File: src/iwc_pkg.sv
`default_nettype none
package iwc_pkg;

  // ****************************************************************
  // register indices (byte address is four times the index)
  // ****************************************************************
  localparam logic [9:0] IDX_ENABLE_ONE = 10'h0f3;
  localparam logic [9:0] IDX_ENABLE_TWO = 10'h0f4;
  localparam logic [9:0] IDX_REQUEST_TWO = 10'h0f7;
  localparam logic [9:0] IDX_WAKE_FLAGS = 10'h0f9;
  localparam logic [9:0] IDX_CLOCK_STOP_ONE = 10'h0fa;
  localparam logic [9:0] IDX_NOISE_CTRL = 10'h0fb;
  localparam int ADDR_WIDTH = 12;

  // ****************************************************************
  // field positions
  // ****************************************************************
  localparam int BIT_TIMER_A_ENABLE = 6;
  localparam int BIT_DIRECT_ENABLE = 7;
  localparam int BIT_TIMER_A_FLAG = 6;
  localparam int BIT_DIRECT_FLAG = 7;
  localparam int BIT_SERIAL_ONE_RUN = 5;
  localparam int BIT_EVENT_COUNTER_RUN = 4;
  localparam int BIT_NOISE_FAST = 0;
  // request-two bits that are flags; bit 5 reads zero
  localparam logic [7:0] REQUEST_TWO_FLAG_MASK = 8'hdf;
  localparam logic [7:0] NOISE_CTRL_MASK = 8'h01;

  // ****************************************************************
  // reset values
  // ****************************************************************
  localparam logic [7:0] RESET_ENABLE = 8'h00;
  localparam logic [7:0] RESET_REQUEST = 8'h00;
  localparam logic [7:0] RESET_WAKE_FLAGS = 8'h00;
  localparam logic [7:0] RESET_CLOCK_STOP = 8'hff;
  localparam logic [7:0] RESET_NOISE_CTRL = 8'h00;
  localparam logic [7:0] TIMER_A_MAX = 8'hff;
  localparam logic [7:0] TIMER_A_ZERO = 8'h00;

  // ****************************************************************
  // noise filter sampling divisors of the oscillator clock
  // ****************************************************************
  localparam int NOISE_DIV_SLOW = 16;
  localparam int NOISE_DIV_FAST = 4;
  localparam logic [3:0] NOISE_LAST_SLOW = 4'(NOISE_DIV_SLOW - 1);
  localparam logic [3:0] NOISE_LAST_FAST = 4'(NOISE_DIV_FAST - 1);

  // word address hits a register index
  function automatic logic regHit(input logic [ADDR_WIDTH-1:0] addr, input logic [9:0] idx);
    regHit = (addr[1:0] == 2'h0) && (addr[ADDR_WIDTH-1:2] == idx);
  endfunction

  // write-zero-to-clear flags; a set in the same cycle wins
  function automatic logic [7:0] clearOrSet(input logic [7:0] flags, input logic wr,
                                            input logic [7:0] wdata, input logic [7:0] set);
    logic [7:0] clr;
    clr = wr ? ~wdata : 8'h00;
    clearOrSet = (flags & ~clr) | set;
  endfunction

endpackage
`default_nettype wire

File: src/iwc_interrupt_flag_wakeup_control.sv
// The APB slave port was decided locally.
`timescale 1ns/1ps
`default_nettype none
module iwc_interrupt_flag_wakeup_control (
  // clock and reset
  input wire logic clk,
  input wire logic reset,
  // apb slave
  input wire logic psel,
  input wire logic penable,
  input wire logic pwrite,
  input wire logic [11:0] paddr,
  input wire logic [31:0] pwdata,
  output logic [31:0] prdata,
  output logic pready,
  output logic pslverr,
  // request sources
  input wire logic [7:0] timerACount,
  input wire logic directTransitionEvent,
  input wire logic [7:0] requestEvents,
  // wake pins
  input wire logic [7:0] wakePin,
  input wire logic [7:0] wakePinSelect,
  // requests to the processor
  output logic timerAIrq,
  output logic directTransitionIrq,
  output logic [7:0] otherRequestIrq,
  output logic wakeIrq,
  // module standby
  output logic serialUnitOneStandby,
  output logic eventCounterStandby,
  // noise filter strobe
  output logic noiseSampleStrobe
);

  // ****************************************************************
  // apb decode
  // ****************************************************************
  logic setupPhase;
  logic accessPhase;
  logic writeTake;
  logic hitEnableOne;
  logic hitEnableTwo;
  logic hitRequestTwo;
  logic hitWakeFlags;
  logic hitClockStop;
  logic hitNoiseCtrl;
  logic hitAny;
  logic [7:0] wdata;
  logic unmapped;

  always_comb begin
    setupPhase = psel && !penable;
    accessPhase = psel && penable;
    hitEnableOne = iwc_pkg::regHit(paddr, iwc_pkg::IDX_ENABLE_ONE);
    hitEnableTwo = iwc_pkg::regHit(paddr, iwc_pkg::IDX_ENABLE_TWO);
    hitRequestTwo = iwc_pkg::regHit(paddr, iwc_pkg::IDX_REQUEST_TWO);
    hitWakeFlags = iwc_pkg::regHit(paddr, iwc_pkg::IDX_WAKE_FLAGS);
    hitClockStop = iwc_pkg::regHit(paddr, iwc_pkg::IDX_CLOCK_STOP_ONE);
    hitNoiseCtrl = iwc_pkg::regHit(paddr, iwc_pkg::IDX_NOISE_CTRL);
    hitAny = hitEnableOne || hitEnableTwo || hitRequestTwo || hitWakeFlags
             || hitClockStop || hitNoiseCtrl;
    // unmapped writes are dropped and flagged with pslverr
    unmapped = accessPhase && !hitAny;
    writeTake = accessPhase && pwrite && hitAny;
    wdata = pwdata[7:0];
  end

  // zero wait states: read data is captured in the setup cycle
  assign pready = 1'b1;
  assign pslverr = unmapped;

  // ****************************************************************
  // register strobes
  // ****************************************************************
  logic readTake;
  logic writeEnableOne;
  logic writeEnableTwo;
  logic writeRequestTwo;
  logic writeWakeFlags;
  logic writeClockStop;
  logic writeNoiseCtrl;

  always_comb begin
    // read data is picked up in setup so it already stands when pready is sampled
    readTake = setupPhase && !pwrite;
    writeEnableOne = writeTake && hitEnableOne;
    writeEnableTwo = writeTake && hitEnableTwo;
    writeRequestTwo = writeTake && hitRequestTwo;
    writeWakeFlags = writeTake && hitWakeFlags;
    writeClockStop = writeTake && hitClockStop;
    writeNoiseCtrl = writeTake && hitNoiseCtrl;
  end

  // ****************************************************************
  // timer A wrap detection
  // ****************************************************************
  logic [7:0] timerPrev_q;
  logic [7:0] timerPrev_d;
  logic timerWrap;

  always_comb begin
    timerPrev_d = timerACount;
    timerWrap = (timerPrev_q == iwc_pkg::TIMER_A_MAX) && (timerACount == iwc_pkg::TIMER_A_ZERO);
  end

  always_ff @(posedge clk) begin
    if (reset) begin
      // starting at zero keeps reset release from faking a wrap
      timerPrev_q <= iwc_pkg::TIMER_A_ZERO;
    end else begin
      timerPrev_q <= timerPrev_d;
    end
  end

  // ****************************************************************
  // control registers
  // ****************************************************************
  logic [7:0] enableOne_q;
  logic [7:0] enableOne_d;
  logic [7:0] enableTwo_q;
  logic [7:0] enableTwo_d;
  logic [7:0] clockStop_q;
  logic [7:0] clockStop_d;
  logic [7:0] noiseCtrl_q;
  logic [7:0] noiseCtrl_d;

  always_comb begin
    enableOne_d = enableOne_q;
    enableTwo_d = enableTwo_q;
    clockStop_d = clockStop_q;
    noiseCtrl_d = noiseCtrl_q;
    if (writeEnableOne) begin
      enableOne_d = wdata;
    end
    if (writeEnableTwo) begin
      enableTwo_d = wdata;
    end
    if (writeClockStop) begin
      clockStop_d = wdata;
    end
    if (writeNoiseCtrl) begin
      noiseCtrl_d = wdata & iwc_pkg::NOISE_CTRL_MASK;
    end
  end

  always_ff @(posedge clk) begin
    if (reset) begin
      enableOne_q <= iwc_pkg::RESET_ENABLE;
      enableTwo_q <= iwc_pkg::RESET_ENABLE;
      clockStop_q <= iwc_pkg::RESET_CLOCK_STOP;
      noiseCtrl_q <= iwc_pkg::RESET_NOISE_CTRL;
    end else begin
      enableOne_q <= enableOne_d;
      enableTwo_q <= enableTwo_d;
      clockStop_q <= clockStop_d;
      noiseCtrl_q <= noiseCtrl_d;
    end
  end

  // ****************************************************************
  // noise filter and wake edges
  // ****************************************************************
  logic sampleStrobe;
  logic [7:0] wakeFall;

  iwc_sample_strobe u_sample (
    .clk(clk),
    .reset(reset),
    .fastRate(noiseCtrl_q[iwc_pkg::BIT_NOISE_FAST]),
    .sampleStrobe(sampleStrobe)
  );

  iwc_wake_edge u_wake (
    .clk(clk),
    .reset(reset),
    .sampleStrobe(sampleStrobe),
    .wakePin(wakePin),
    .wakePinSelect(wakePinSelect),
    .fallEvent(wakeFall)
  );

  assign noiseSampleStrobe = sampleStrobe;

  // ****************************************************************
  // request flags
  // ****************************************************************
  logic [7:0] requestTwo_q;
  logic [7:0] requestTwo_d;
  logic [7:0] requestSet;

  always_comb begin
    requestSet = requestEvents & iwc_pkg::REQUEST_TWO_FLAG_MASK;
    requestSet[iwc_pkg::BIT_TIMER_A_FLAG] = timerWrap;
    requestSet[iwc_pkg::BIT_DIRECT_FLAG] = directTransitionEvent;
    requestTwo_d = iwc_pkg::clearOrSet(requestTwo_q, writeRequestTwo, wdata, requestSet)
                   & iwc_pkg::REQUEST_TWO_FLAG_MASK;
  end

  always_ff @(posedge clk) begin
    if (reset) begin
      requestTwo_q <= iwc_pkg::RESET_REQUEST;
    end else begin
      requestTwo_q <= requestTwo_d;
    end
  end

  // ****************************************************************
  // wakeup flags
  // ****************************************************************
  logic [7:0] wakeFlags_q;
  logic [7:0] wakeFlags_d;

  always_comb begin
    wakeFlags_d = iwc_pkg::clearOrSet(wakeFlags_q, writeWakeFlags, wdata, wakeFall);
  end

  always_ff @(posedge clk) begin
    if (reset) begin
      wakeFlags_q <= iwc_pkg::RESET_WAKE_FLAGS;
    end else begin
      wakeFlags_q <= wakeFlags_d;
    end
  end

  // ****************************************************************
  // read data
  // ****************************************************************
  logic [31:0] rdata_q;
  logic [31:0] rdata_d;
  logic [7:0] readByte;

  always_comb begin
    readByte = 8'h00;
    if (hitEnableOne) begin
      readByte = enableOne_q;
    end else if (hitEnableTwo) begin
      readByte = enableTwo_q;
    end else if (hitRequestTwo) begin
      readByte = requestTwo_q;
    end else if (hitWakeFlags) begin
      readByte = wakeFlags_q;
    end else if (hitClockStop) begin
      readByte = clockStop_q;
    end else if (hitNoiseCtrl) begin
      readByte = noiseCtrl_q;
    end
    rdata_d = rdata_q;
    if (readTake) begin
      rdata_d = {24'h000000, readByte};
    end
  end

  always_ff @(posedge clk) begin
    if (reset) begin
      rdata_q <= 32'h00000000;
    end else begin
      rdata_q <= rdata_d;
    end
  end

  assign prdata = rdata_q;

  // ****************************************************************
  // request outputs
  // ****************************************************************
  logic timerAIrq_q;
  logic timerAIrq_d;
  logic directIrq_q;
  logic directIrq_d;
  logic [7:0] otherIrq_q;
  logic [7:0] otherIrq_d;
  logic wakeIrq_q;
  logic wakeIrq_d;

  always_comb begin
    timerAIrq_d = requestTwo_q[iwc_pkg::BIT_TIMER_A_FLAG]
                  && enableOne_q[iwc_pkg::BIT_TIMER_A_ENABLE];
    directIrq_d = requestTwo_q[iwc_pkg::BIT_DIRECT_FLAG]
                  && enableTwo_q[iwc_pkg::BIT_DIRECT_ENABLE];
    // remaining flags gated bit by bit
    otherIrq_d = requestTwo_q & enableTwo_q & iwc_pkg::REQUEST_TWO_FLAG_MASK;
    otherIrq_d[iwc_pkg::BIT_TIMER_A_FLAG] = 1'b0;
    otherIrq_d[iwc_pkg::BIT_DIRECT_FLAG] = 1'b0;
    wakeIrq_d = |wakeFlags_q;
  end

  always_ff @(posedge clk) begin
    if (reset) begin
      timerAIrq_q <= 1'b0;
      directIrq_q <= 1'b0;
      otherIrq_q <= 8'h00;
      wakeIrq_q <= 1'b0;
    end else begin
      timerAIrq_q <= timerAIrq_d;
      directIrq_q <= directIrq_d;
      otherIrq_q <= otherIrq_d;
      wakeIrq_q <= wakeIrq_d;
    end
  end

  assign timerAIrq = timerAIrq_q;
  assign directTransitionIrq = directIrq_q;
  assign otherRequestIrq = otherIrq_q;
  assign wakeIrq = wakeIrq_q;

  // ****************************************************************
  // module standby
  // ****************************************************************
  logic serialStandby_q;
  logic serialStandby_d;
  logic counterStandby_q;
  logic counterStandby_d;

  always_comb begin
    serialStandby_d = !clockStop_q[iwc_pkg::BIT_SERIAL_ONE_RUN];
    counterStandby_d = !clockStop_q[iwc_pkg::BIT_EVENT_COUNTER_RUN];
  end

  always_ff @(posedge clk) begin
    if (reset) begin
      serialStandby_q <= 1'b0;
      counterStandby_q <= 1'b0;
    end else begin
      serialStandby_q <= serialStandby_d;
      counterStandby_q <= counterStandby_d;
    end
  end

  assign serialUnitOneStandby = serialStandby_q;
  assign eventCounterStandby = counterStandby_q;

endmodule // iwc_interrupt_flag_wakeup_control
`default_nettype wire

File: src/iwc_sample_strobe.sv
`timescale 1ns/1ps
`default_nettype none
module iwc_sample_strobe (
  // clock and reset
  input wire logic clk,
  input wire logic reset,
  // rate select
  input wire logic fastRate,
  // sample strobe
  output logic sampleStrobe
);
  logic [3:0] divCount_q;
  logic [3:0] divCount_d;
  logic [3:0] lastCount;
  logic strobe_q;
  logic strobe_d;

  always_comb begin
    lastCount = fastRate ? iwc_pkg::NOISE_LAST_FAST : iwc_pkg::NOISE_LAST_SLOW;
    // a rate change mid-period restarts cleanly instead of running to 15
    if (divCount_q >= lastCount) begin
      divCount_d = 4'h0;
      strobe_d = 1'b1;
    end else begin
      divCount_d = divCount_q + 4'h1;
      strobe_d = 1'b0;
    end
  end

  always_ff @(posedge clk) begin
    if (reset) begin
      divCount_q <= 4'h0;
      strobe_q <= 1'b0;
    end else begin
      divCount_q <= divCount_d;
      strobe_q <= strobe_d;
    end
  end

  assign sampleStrobe = strobe_q;
endmodule // iwc_sample_strobe
`default_nettype wire

File: src/iwc_wake_edge.sv
`timescale 1ns/1ps
`default_nettype none
module iwc_wake_edge (
  // clock and reset
  input wire logic clk,
  input wire logic reset,
  // sampling
  input wire logic sampleStrobe,
  // pins
  input wire logic [7:0] wakePin,
  input wire logic [7:0] wakePinSelect,
  // events
  output logic [7:0] fallEvent
);
  logic [7:0] sampleA_q;
  logic [7:0] sampleA_d;
  logic [7:0] stable_q;
  logic [7:0] stable_d;
  logic [7:0] fall_q;
  logic [7:0] fall_d;

  always_comb begin
    sampleA_d = sampleStrobe ? wakePin : sampleA_q;
    stable_d = stable_q;
    fall_d = 8'h00;
    if (sampleStrobe) begin
      // a level counts only after two equal samples, so short glitches are dropped
      stable_d = (sampleA_q & wakePin) | (stable_q & (sampleA_q ^ wakePin));
      fall_d = stable_q & ~stable_d & wakePinSelect;
    end
  end

  always_ff @(posedge clk) begin
    if (reset) begin
      sampleA_q <= 8'hff;
      stable_q <= 8'hff;
      fall_q <= 8'h00;
    end else begin
      sampleA_q <= sampleA_d;
      stable_q <= stable_d;
      fall_q <= fall_d;
    end
  end

  assign fallEvent = fall_q;
endmodule // iwc_wake_edge
`default_nettype wire

File: config.mk
export PLATFORM = sky130hd
export DESIGN_NAME = iwc_interrupt_flag_wakeup_control
export DESIGN_NICKNAME = d
export VERILOG_FILES = /design/src/iwc_pkg.sv /design/src/iwc_interrupt_flag_wakeup_control.sv /design/src/iwc_sample_strobe.sv /design/src/iwc_wake_edge.sv
export SDC_FILE = /design/constraint.sdc
export NUM_CORES = 1
export LEC_CHECK = 0
export BUFFER_PORTS_ARGS = -buffer_cell sky130_fd_sc_hd__buf_4
export CORE_MARGIN = 2
export CORE_UTILIZATION = 50
export CTS_BUF_LIST = sky130_fd_sc_hd__clkbuf_4
export DETAILED_ROUTE_END_ITERATION = 6
export HOLD_SLACK_MARGIN = 0.15
export PLACE_DENSITY = 0.85
export SYNTH_ARGS = -nofsm -noshare
export SYNTH_HDL_FRONTEND = slang
export SYNTH_SLANG_ARGS = --single-unit
export TNS_END_PERCENT = 10
File: constraint.sdc
create_clock -name clk -period 2.9 [get_ports clk]
set_input_delay 0.58 -clock clk [delete_from_list [all_inputs] [get_ports clk]]
set_output_delay 0.58 -clock clk [all_outputs]
set_load 0.05 [all_outputs]
**Yosys cells after proc, flatten, opt, wreduce, memory -nomap -nowiden**

Cells that the tools add are included.

- Bits in latches: 0
- Memories kept: 0
- Output and inout port bits: 48
- Memory bits (writable): 0
- Register bits after elaboration: 98
- Bits in read-only memories: 0

- Muxes and demuxes: 10
- Shifts and indexed selects: 0
- Magnitude comparators: 1
- Reduce and logical (&&, ||, !) cells: 36
- Bitwise logic cells: 16
- $add $sub $neg: 1
- Multiply operators: 0
- Div/mod/pow operators: 0
- Eq/ne operators: 7

Operators by type and width:

| operator | count |
|---|---|
| $eq A10 B8 Y1 const B | 6 |
| $mux W8 | 7 |
| $and A8 B8 Y8 | 6 |
| $not A8 Y8 | 4 |
| $or A8 B8 Y8 | 3 |
| $logic_and A1 B1 Y1 | 21 |
| $eq A8 B8 Y1 const B | 1 |
| $logic_not A8 Y1 | 1 |
| $reduce_or A8 Y1 | 1 |
| $xor A8 B8 Y8 | 1 |
| $and A5 B5 Y5 | 1 |
| $logic_not A1 Y1 | 5 |
| $logic_or A1 B1 Y1 | 5 |
| $add A4 B1 Y4 const B | 1 |
| $ge A4 B4 Y1 | 1 |
| $mux W4 | 1 |
| $reduce_or A2 Y1 | 2 |
| $logic_not A2 Y1 | 1 |
| $mux W1 | 2 |
| $not A1 Y1 | 1 |

**Logic depth before layout (Yosys ltp)**

Gate-level depths: netlist of run 1.

- Word-level depth: 13
- Depth in mapped cells: 6
- Depth with buffers taken out: 5

**Hierarchy**

From an unflattened synthesis of run 1, not the netlist that was laid out.

- Cells, all modules: 467
- Area, all modules: 4525.6 um^2

Modules (own cells, without submodules):

| module | cells an instance | sequential area each (um^2) | times used | area an instance (um^2) |
|---|---|---|---|---|
| iwc_interrupt_flag_wakeup_control | 360 | 1321.3 | 1 | 3256.9 |
| iwc_wake_edge | 87 | 480.5 | 1 | 1064.8 |
| iwc_sample_strobe | 20 | 100.1 | 1 | 203.9 |

**Worst setup path before layout of run 1**

OpenSTA, ideal clock, no wires.

- Path kind: input-to-output
- Start point: in paddr[9]
- End point: out pslverr
- Arrival: 1.671 ns
- Cell stages on the path: 5
- Path slack: 0.649 ns
- Path through: nand4_1 -> or3_1 -> nor3_1 -> o211ai_1 -> and3_1

- Longest elaborated chain between the ends: 9
- Elaborated cells between the ends (all ways): 19

RTL lines:

| item | line | RTL |
|---|---|---|
| start, declared | iwc_interrupt_flag_wakeup_control.sv:12 | `input wire logic [11:0] paddr,` |
| $eq A10 B8 Y1 | iwc_pkg.sv:50 | `regHit = (addr[1:0] == 2'h0) && (addr[ADDR_WIDTH-1:2] == idx);` |
| $logic_and A1 B1 Y1 | iwc_pkg.sv:50 |  |
| $logic_or A1 B1 Y1 (3 in a row) | iwc_interrupt_flag_wakeup_control.sv:61 | `hitAny = hitEnableOne \|\| hitEnableTwo \|\| hitRequestTwo \|\| hitWakeFlags` |
| $logic_or A1 B1 Y1 | iwc_interrupt_flag_wakeup_control.sv:62 | `\|\| hitClockStop \|\| hitNoiseCtrl;` |
| $logic_or A1 B1 Y1 (*) | iwc_interrupt_flag_wakeup_control.sv:62 |  |
| $logic_not A1 Y1 (*) | iwc_interrupt_flag_wakeup_control.sv:64 | `unmapped = accessPhase && !hitAny;` |
| $logic_and A1 B1 Y1 (*) | iwc_interrupt_flag_wakeup_control.sv:64 |  |
| end, declared | iwc_interrupt_flag_wakeup_control.sv:16 | `output logic pslverr,` |

Every way passes the cells marked *; elsewhere a longest branch is shown, timed or not.

**Worst setup path after layout of run 1**

Same ends and word-level chain as after synthesis.

==> out/results.tsv, run 1 <==
stage	metric	value	unit
sta	slew_violations	0	
logic_synthesis	synth-edff-count	0	
sta	period_share	0.8619	
floorplanning	die_area	8988	sq um
final_layout	area_delta_synth_final	16.18	%
sta	skew	14.22	ps
route	vias	3243	
worst_setup_path	worstPathBufferInverterCount	2	
cts	clkSlewWorstSetupHoldPaths	140	ps
cts	cts-buffers-inserted	9	
route	drtIter0Drc	107	
floorplanning	io_pins	130	
logic_synthesis	synth_compound_area_frac	0.1763	
logic_synthesis	synth_top_family_by_area	simple AND/OR/NAND/NOR gates	
worst_setup_path	critPathCaptureType	output pin	
logic_synthesis	ys_types	45	
global_routing	grt_pass1_vias	3052	
cts	clock_insertion_delay_worst_skew	450	ps
place	hpwl	6332	um
sta	setup_viol	0	
cts	cts_hold_buf	0	
final_layout	diodes	0	
logic_synthesis	yosys.area_share.simple	0.1882	
logic_synthesis	yosysTopAreaCell	dfxtp_1	
sta	rsz0062_at_grt	no	
floorplanning	die_h	94.81	um
logic_synthesis	yosysMostFrequentCell	dfxtp_1	
global_routing	grt_pass1_wl	13830	um
worst_setup_path	critPathTopFamily	simple AND/OR/NAND/NOR gates	
sta	finalHoldViolCount	0	
global_routing	antenna_found_initial	0	
route	routed_wl	8507	um
cts	tritoncts	built	
logic_synthesis	synth-xor-area-share	0.004249	
worst_setup_path	required	2320	ps
floorplanning	initial_core_util	0.5094	
route	drc	0	
worst_setup_path	slowest_stage	or3_1	
logic_synthesis	ys_seq_elements	95	
logic_synthesis	synth_fa_ha_area_frac	0.03338	
floorplanning	row_count	33	
worst_hold_path	min-delay-path-class	input port to register	
logic_synthesis	yosysWarnings	0	
floorplanning	die-width	94.81	um
route	first_pass_iters	4	
worst_setup_path	crit_type	input port to output pin	
logic_synthesis	synth_top_flop_cell	dfxtp_1	
place	post-place-cells	596	
sta	worstMarginPinSlew	713.2	ps
cts	cts.sinks	95	
run	cap_violations	0	
logic_synthesis	async_flop_share	0	
cts	post_cts_resize_count	0	
global_routing	track_usage	0.1975	
route	drtAntennaViolNets	0	
place	portBuffers	74	
place	gp_congestion	0.8359	
worst_setup_path	crit_fanout	3	
global_routing	grt_max_degree	65	
logic_synthesis	muxShareOfSynthArea	0.04674	
power	powerDensity	485.3	nW/um^2
route	post_drt_wl_per_cell	13.90	um
cts	htree_levels	3	
logic_synthesis	synth.top_cells.by_area	dfxtp_1 (46%), buf_4 (5.1%), a211o_1 (4.7%)	
logic_synthesis	yosysSeqAreaShare	0.4613	
sta	fmax	0.4001	GHz
logic_synthesis	synth_top_area_share	0.4613	
worst_setup_path	path_cells	buf_4 -> nand4_1 -> or3_1 -> nor3_1 -> o211ai_1 -> and3_1 -> buf_4	
cts	clock-root-buffer	clkbuf_4	
floorplanning	core	8093	sq um
cts	post-cts-setup-buffers	0	
sta	slew_headroom	0.5239	
status	status	finished clean	
sta	finalCriticalPeriod	2499	ps
worst_setup_path	start_kind	input port	
route	via_per_inst	5.299	
worst_setup_path	crit_arrival	1920	ps
final_layout	final_cell_count_no_fill	612	
power	ir_worst_vdd	325.9	uV
logic_synthesis	synth_area	4123	sq um
final_layout	drive_above_1_share	0.2209	
global_routing	gr-total-overflow	0	
power	p_leak	1.966	nW
logic_synthesis	synth.top_cells.by_count	dfxtp_1 (95), nor2_1 (44), buf_4 (28), nand2_1 (28), a211o_1 (22)	
cts	clk_path_buf_depth	2	
sta	tns	0	ps
logic_synthesis	netlist_instances	434	
final_layout	final_nets	595	
worst_setup_path	cp_slowest_stage_delay	390	ps
worst_setup_path	cpMostUsedCell	buf_4	
logic_synthesis	postSynthAreaPerCell	9.499	sq um
-- cell families after synthesis --
group,after synthesis
other,2
muxes,19
DFF,95
AOI/OAI and AO/OA,94
adders and majority gates,11
and+or+nand+nor,147
buffers and inverters,64
xor gates and xnor gates,2
-- final timing paths --
path | from | endpoint | slack, ps | depth (start not counted)
worst max-delay path | paddr[9] | pslverr | 400 | 7
worst min-delay path | wakePin[0] | u_wake.sampleA_q[0] | 350 | 2
worst max register to register | u_sample.sampleStrobe | u_wake.fallEvent[0] | 1230 | 2
worst min register to register | u_wake.fallEvent[6] | wakeFlags_q[6] | 440 | 2
-- layout by cell type (no fill, tap or decap), types with 2 or more instances in the layout --
master,n
dfxtp_1,95
buf_4,80
nor2_1,44
nand2_1,28
conb_1,28
a211o_1,22
a21oi_1,19
nor2b_1,18
mux2i_1,17
o21ai_0,16
inv_1,15
nand2b_1,13
nor4_1,13
ha_1,11
and3_1,10
clkbuf_4,9
a221o_1,8
o22ai_1,8
a311oi_2,6
nand3_1,5
a221oi_1,5
nand4_1,3
or3_1,3
mux2_2,2
nor3_1,2
o211ai_1,2
a21o_1,2
clkinvlp_4,2
-- worst reg2reg max path, stage by stage, from the launching register on --
cell,delay (ps)
dfxtp_1,810
nand2b_1,370
nor4_1,380
-- cell type report --
type / instances / area (sq um)
Multi-Input combinational cell: 301 / 1961
Sequential cell: 95 / 1902
Clock buffer: 9 / 67.56
Tap cell: 105 / 131.4
Clock inverter: 7 / 71.32
Fill cell: 696 / 3303
Inverter: 15 / 56.30
Timing Repair Buffer: 80 / 600.6
-- per-layer routing --
layer / track usage / wire [um]
met1: 0.2481 / 3681
met2: 0.3339 / 4155
met3: 0.03113 / 531
met4: 0.08816 / 138
met5: 0 / 0
-- where the power goes --
group / leakage [nW] / switching, mW / total, mW / internal [mW]
registers: 0.772 / 0.0100 / 1.33 / 1.32
clock network: 0.0700 / 0.444 / 0.707 / 0.263
logic: 1.12 / 0.188 / 0.283 / 0.0952
-- flip-flops by register name, indices dropped and copies added, names as in the netlist, 4 cells and up --
register,cells
clockStop_q,8
enableOne_q,8
enableTwo_q,8
otherRequestIrq,5
prdata,8
requestTwo_q,7
timerPrev_q,8
u_sample.divCount_q,4
u_wake.fallEvent,8
u_wake.sampleA_q,8
u_wake.stable_q,8
wakeFlags_q,8
-- stage by stage --
step | cell area, sq um | total power, mW | hold WS [ps] | util | worst slack, ps
finish | 4790 | 2.324 | 348.0 | 0.5918 | 400.6
global route | 4790 | 2.415 | 326.9 | 0.5918 | 316.8
floorplan | 4220 | 1.572 | 410.8 | - | 649.0
CTS | 4790 | 2.338 | 330.2 | 0.5918 | 419.7
global placement | 4651 | 1.637 | 419.3 | 0.5747 | 424.7
detailed placement | 4651 | 1.645 | 427.8 | 0.5747 | 421.3
Note: power is estimated with default switching activity, not from simulation.
==> run 2, diff against run 1 <==
- REMOVE_ABC_BUFFERS: default -> 1
==> run 2 against run 1 <==
  * Total power shrank 4.7%
  * Sequential share of layout area is 0.27 points higher
  * Setup slack got worse by 140 ps
  * Clock-buffer cell count unchanged
  * Global-route usage increased by 0.70 points
  * Cell count did not move
  * Sequential cell count unchanged
  * Fmax down 5.3%
  * Critical path type unchanged
  * Largest cell class unchanged
==> out/results.tsv, run 2 (synthesized netlist as in run 1, its figures left out) <==
stage	metric	value	unit	change
cts	post_cts_resize_count	0		unchanged
power	p_leak	1.957	nW	-0.46%
cts	clock-root-buffer	clkbuf_4		
sta	holdWs	358.5	ps	+10.43 ps
global_routing	grt_pass1_wl	14510	um	+4.9%
final_layout	diodes	0		unchanged
route	route.met2.wl	4371	um	+5.2%
floorplanning	io_pins	130		unchanged
global_routing	antenna_found_initial	0		unchanged
sta	tns	0	ps	unchanged
cts	clkSlewWorstSetupHoldPaths	140	ps	about the same
worst_setup_path	crit_arrival	2060	ps	+140 ps
worst_setup_path	critPathCaptureType	output pin		
route	first_pass_iters	7		+3
route	drtIter0Drc	207		+93%
worst_setup_path	required	2320	ps	about the same
worst_hold_path	min-delay-path-class	input port to register		
power	p_total	2.214	mW	-4.7%
power	ir_worst_vdd	275.3	uV	-16%
cts	htree_levels	3		unchanged
sta	fmax	0.3789	GHz	-5.3%
sta	slew_headroom	0.5539		+0.02999
final_layout	drive_above_1_share	0.2189		-0.001972
power	p_sw	0.6249	mW	-2.6%
route	drc	0		unchanged
route	post_drt_wl_per_cell	14.62	um	+5.2%
place	hpwl	6459	um	+2.0%
place	placed_area	4651	sq um	unchanged
power	seq_power_share	0.603		+0.029
place	portBuffers	74		unchanged
final_layout	final_nets	595		unchanged
final_layout	area_delta_synth_final	15.39	%	
worst_setup_path	crit_fanout	3		unchanged
floorplanning	row_count	33		unchanged
run	cap_violations	0		unchanged
worst_setup_path	crit_type	input port to output pin		
global_routing	grt_pass1_vias	3201		+4.9%
final_layout	mostFrequentLayoutCells	dfxtp_1 (95), buf_4 (80), nor2_1 (44)		
floorplanning	die_h	94.81	um	unchanged
global_routing	gr-total-overflow	0		unchanged
route	wl_met1	3772	um	+2.5%
sta	rsz0062_at_grt	no		
final_layout	final_common_cell	dfxtp_1		
cts	clk_path_buf_depth	2		unchanged
power	powerDensity	465.4	nW/um^2	-4.1%
cts	cts-buffers-inserted	9		unchanged
final_layout	design_area	4757	sq um	-0.68%
sta	finalHoldViolCount	0		unchanged
sta	setup_viol	0		unchanged
sta	worstMarginPinSlew	669.2	ps	-44.00 ps
power	swShare	0.2822		+0.006228
cts	tritoncts	built		
cts	post-cts-setup-buffers	0		unchanged
cts	clock_insertion_delay_worst_skew	430	ps	-20 ps
global_routing	grt_max_degree	65		unchanged
floorplanning	initial_core_util	0.5094		unchanged
floorplanning	die-width	94.81	um	unchanged
cts	cts_hold_buf	0		unchanged
floorplanning	core	8093	sq um	unchanged
power	internal_power	1.589	mW	-5.6%
sta	period_share	0.9102		+0.04830
route	via_per_inst	5.436		+2.6%
status	status	finished clean		
power	clkPwrFrac	0.268		-0.036
worst_setup_path	start_kind	input port		
sta	skew	15.44	ps	+1.220 ps
sta	slew_violations	0		unchanged
global_routing	track_usage	0.2045		+0.007040
route	top_layer	met4		
route	wl_met3	668	um	+26%
route	vias	3327		+2.6%
floorplanning	die_area	8988	sq um	unchanged
place	gp_congestion	0.8885		+6.3%
sta	finalCriticalPeriod	2639	ps	+140.1 ps
route	routed_wl	8949	um	+5.2%
cts	cts.sinks	95		unchanged
route	drtAntennaViolNets	0		unchanged
final_layout	final_util	0.5878		-0.004020
power	comb_power_share	0.129		+0.007
-- run 2: cell types whose count changed in the layout (fill, tap and decap cells not counted) --
cell,before,now
clkinv_2,1,3
bufinv_16,1,0
clkinv_1,1,2
clkinv_4,1,0
clkinvlp_4,2,1
-- run 2: worst paths after layout --
path                              start             endpoint  slack, ps  cells past startpoint
setup / recovery               paddr[9]              pslverr        260                      7
hold / removal               wakePin[6]  u_wake.sampleA_q[6]        360                      2
setup reg to reg  u_sample.sampleStrobe   u_wake.stable_q[7]       1550                      3
hold reg to reg     u_wake.fallEvent[7]       wakeFlags_q[7]        440                      2
-- run 2: cell type report --
class / count / area (sq um)
Clock buffer: 9 / 67.56
Multi-Input combinational cell: 301 / 1961
Sequential cell: 95 / 1902
Inverter: 15 / 56.30
Clock inverter: 7 / 38.79
Fill cell: 719 / 3336
Timing Repair Buffer: 80 / 600.6
Tap cell: 105 / 131.4
-- run 2: per-layer routing --
| layer | GRT usage | vias to the layer above |
|---|---|---|
| met4 | 0.07609 | 0 |
| met5 | 0 | - |
| met3 | 0.05347 | 17 |
| met1 | 0.2491 | 1556 |
| li1 | - | 1622 |
| met2 | 0.3469 | 132 |
-- run 2: power by group through the flow --
stage | clock network [mW] | registers, mW | logic [mW]
floorplan | 0 | 1.37 | 0.149
global placement | 0 | 1.36 | 0.276
detailed placement | 0 | 1.36 | 0.283
CTS | 0.609 | 1.34 | 0.284
global route | 0.662 | 1.34 | 0.308
finish | 0.594 | 1.34 | 0.285
-- run 2: worst max-delay path: stages --
cell and delay, ps:
buf_4 90, nand4_1 130, or3_1 400, nor3_1 270
o211ai_1 190, and3_1 220, buf_4 180
-- run 2: through the flow --
stage          setup slack [ps]  std cells
6_report                  260.5        612
5_1_grt                   214.3        612
4_1_cts                   296.1        612
3_5_place_dp              286.4        596
3_3_place_gp              391.5        596
2_1_floorplan             560.9        411
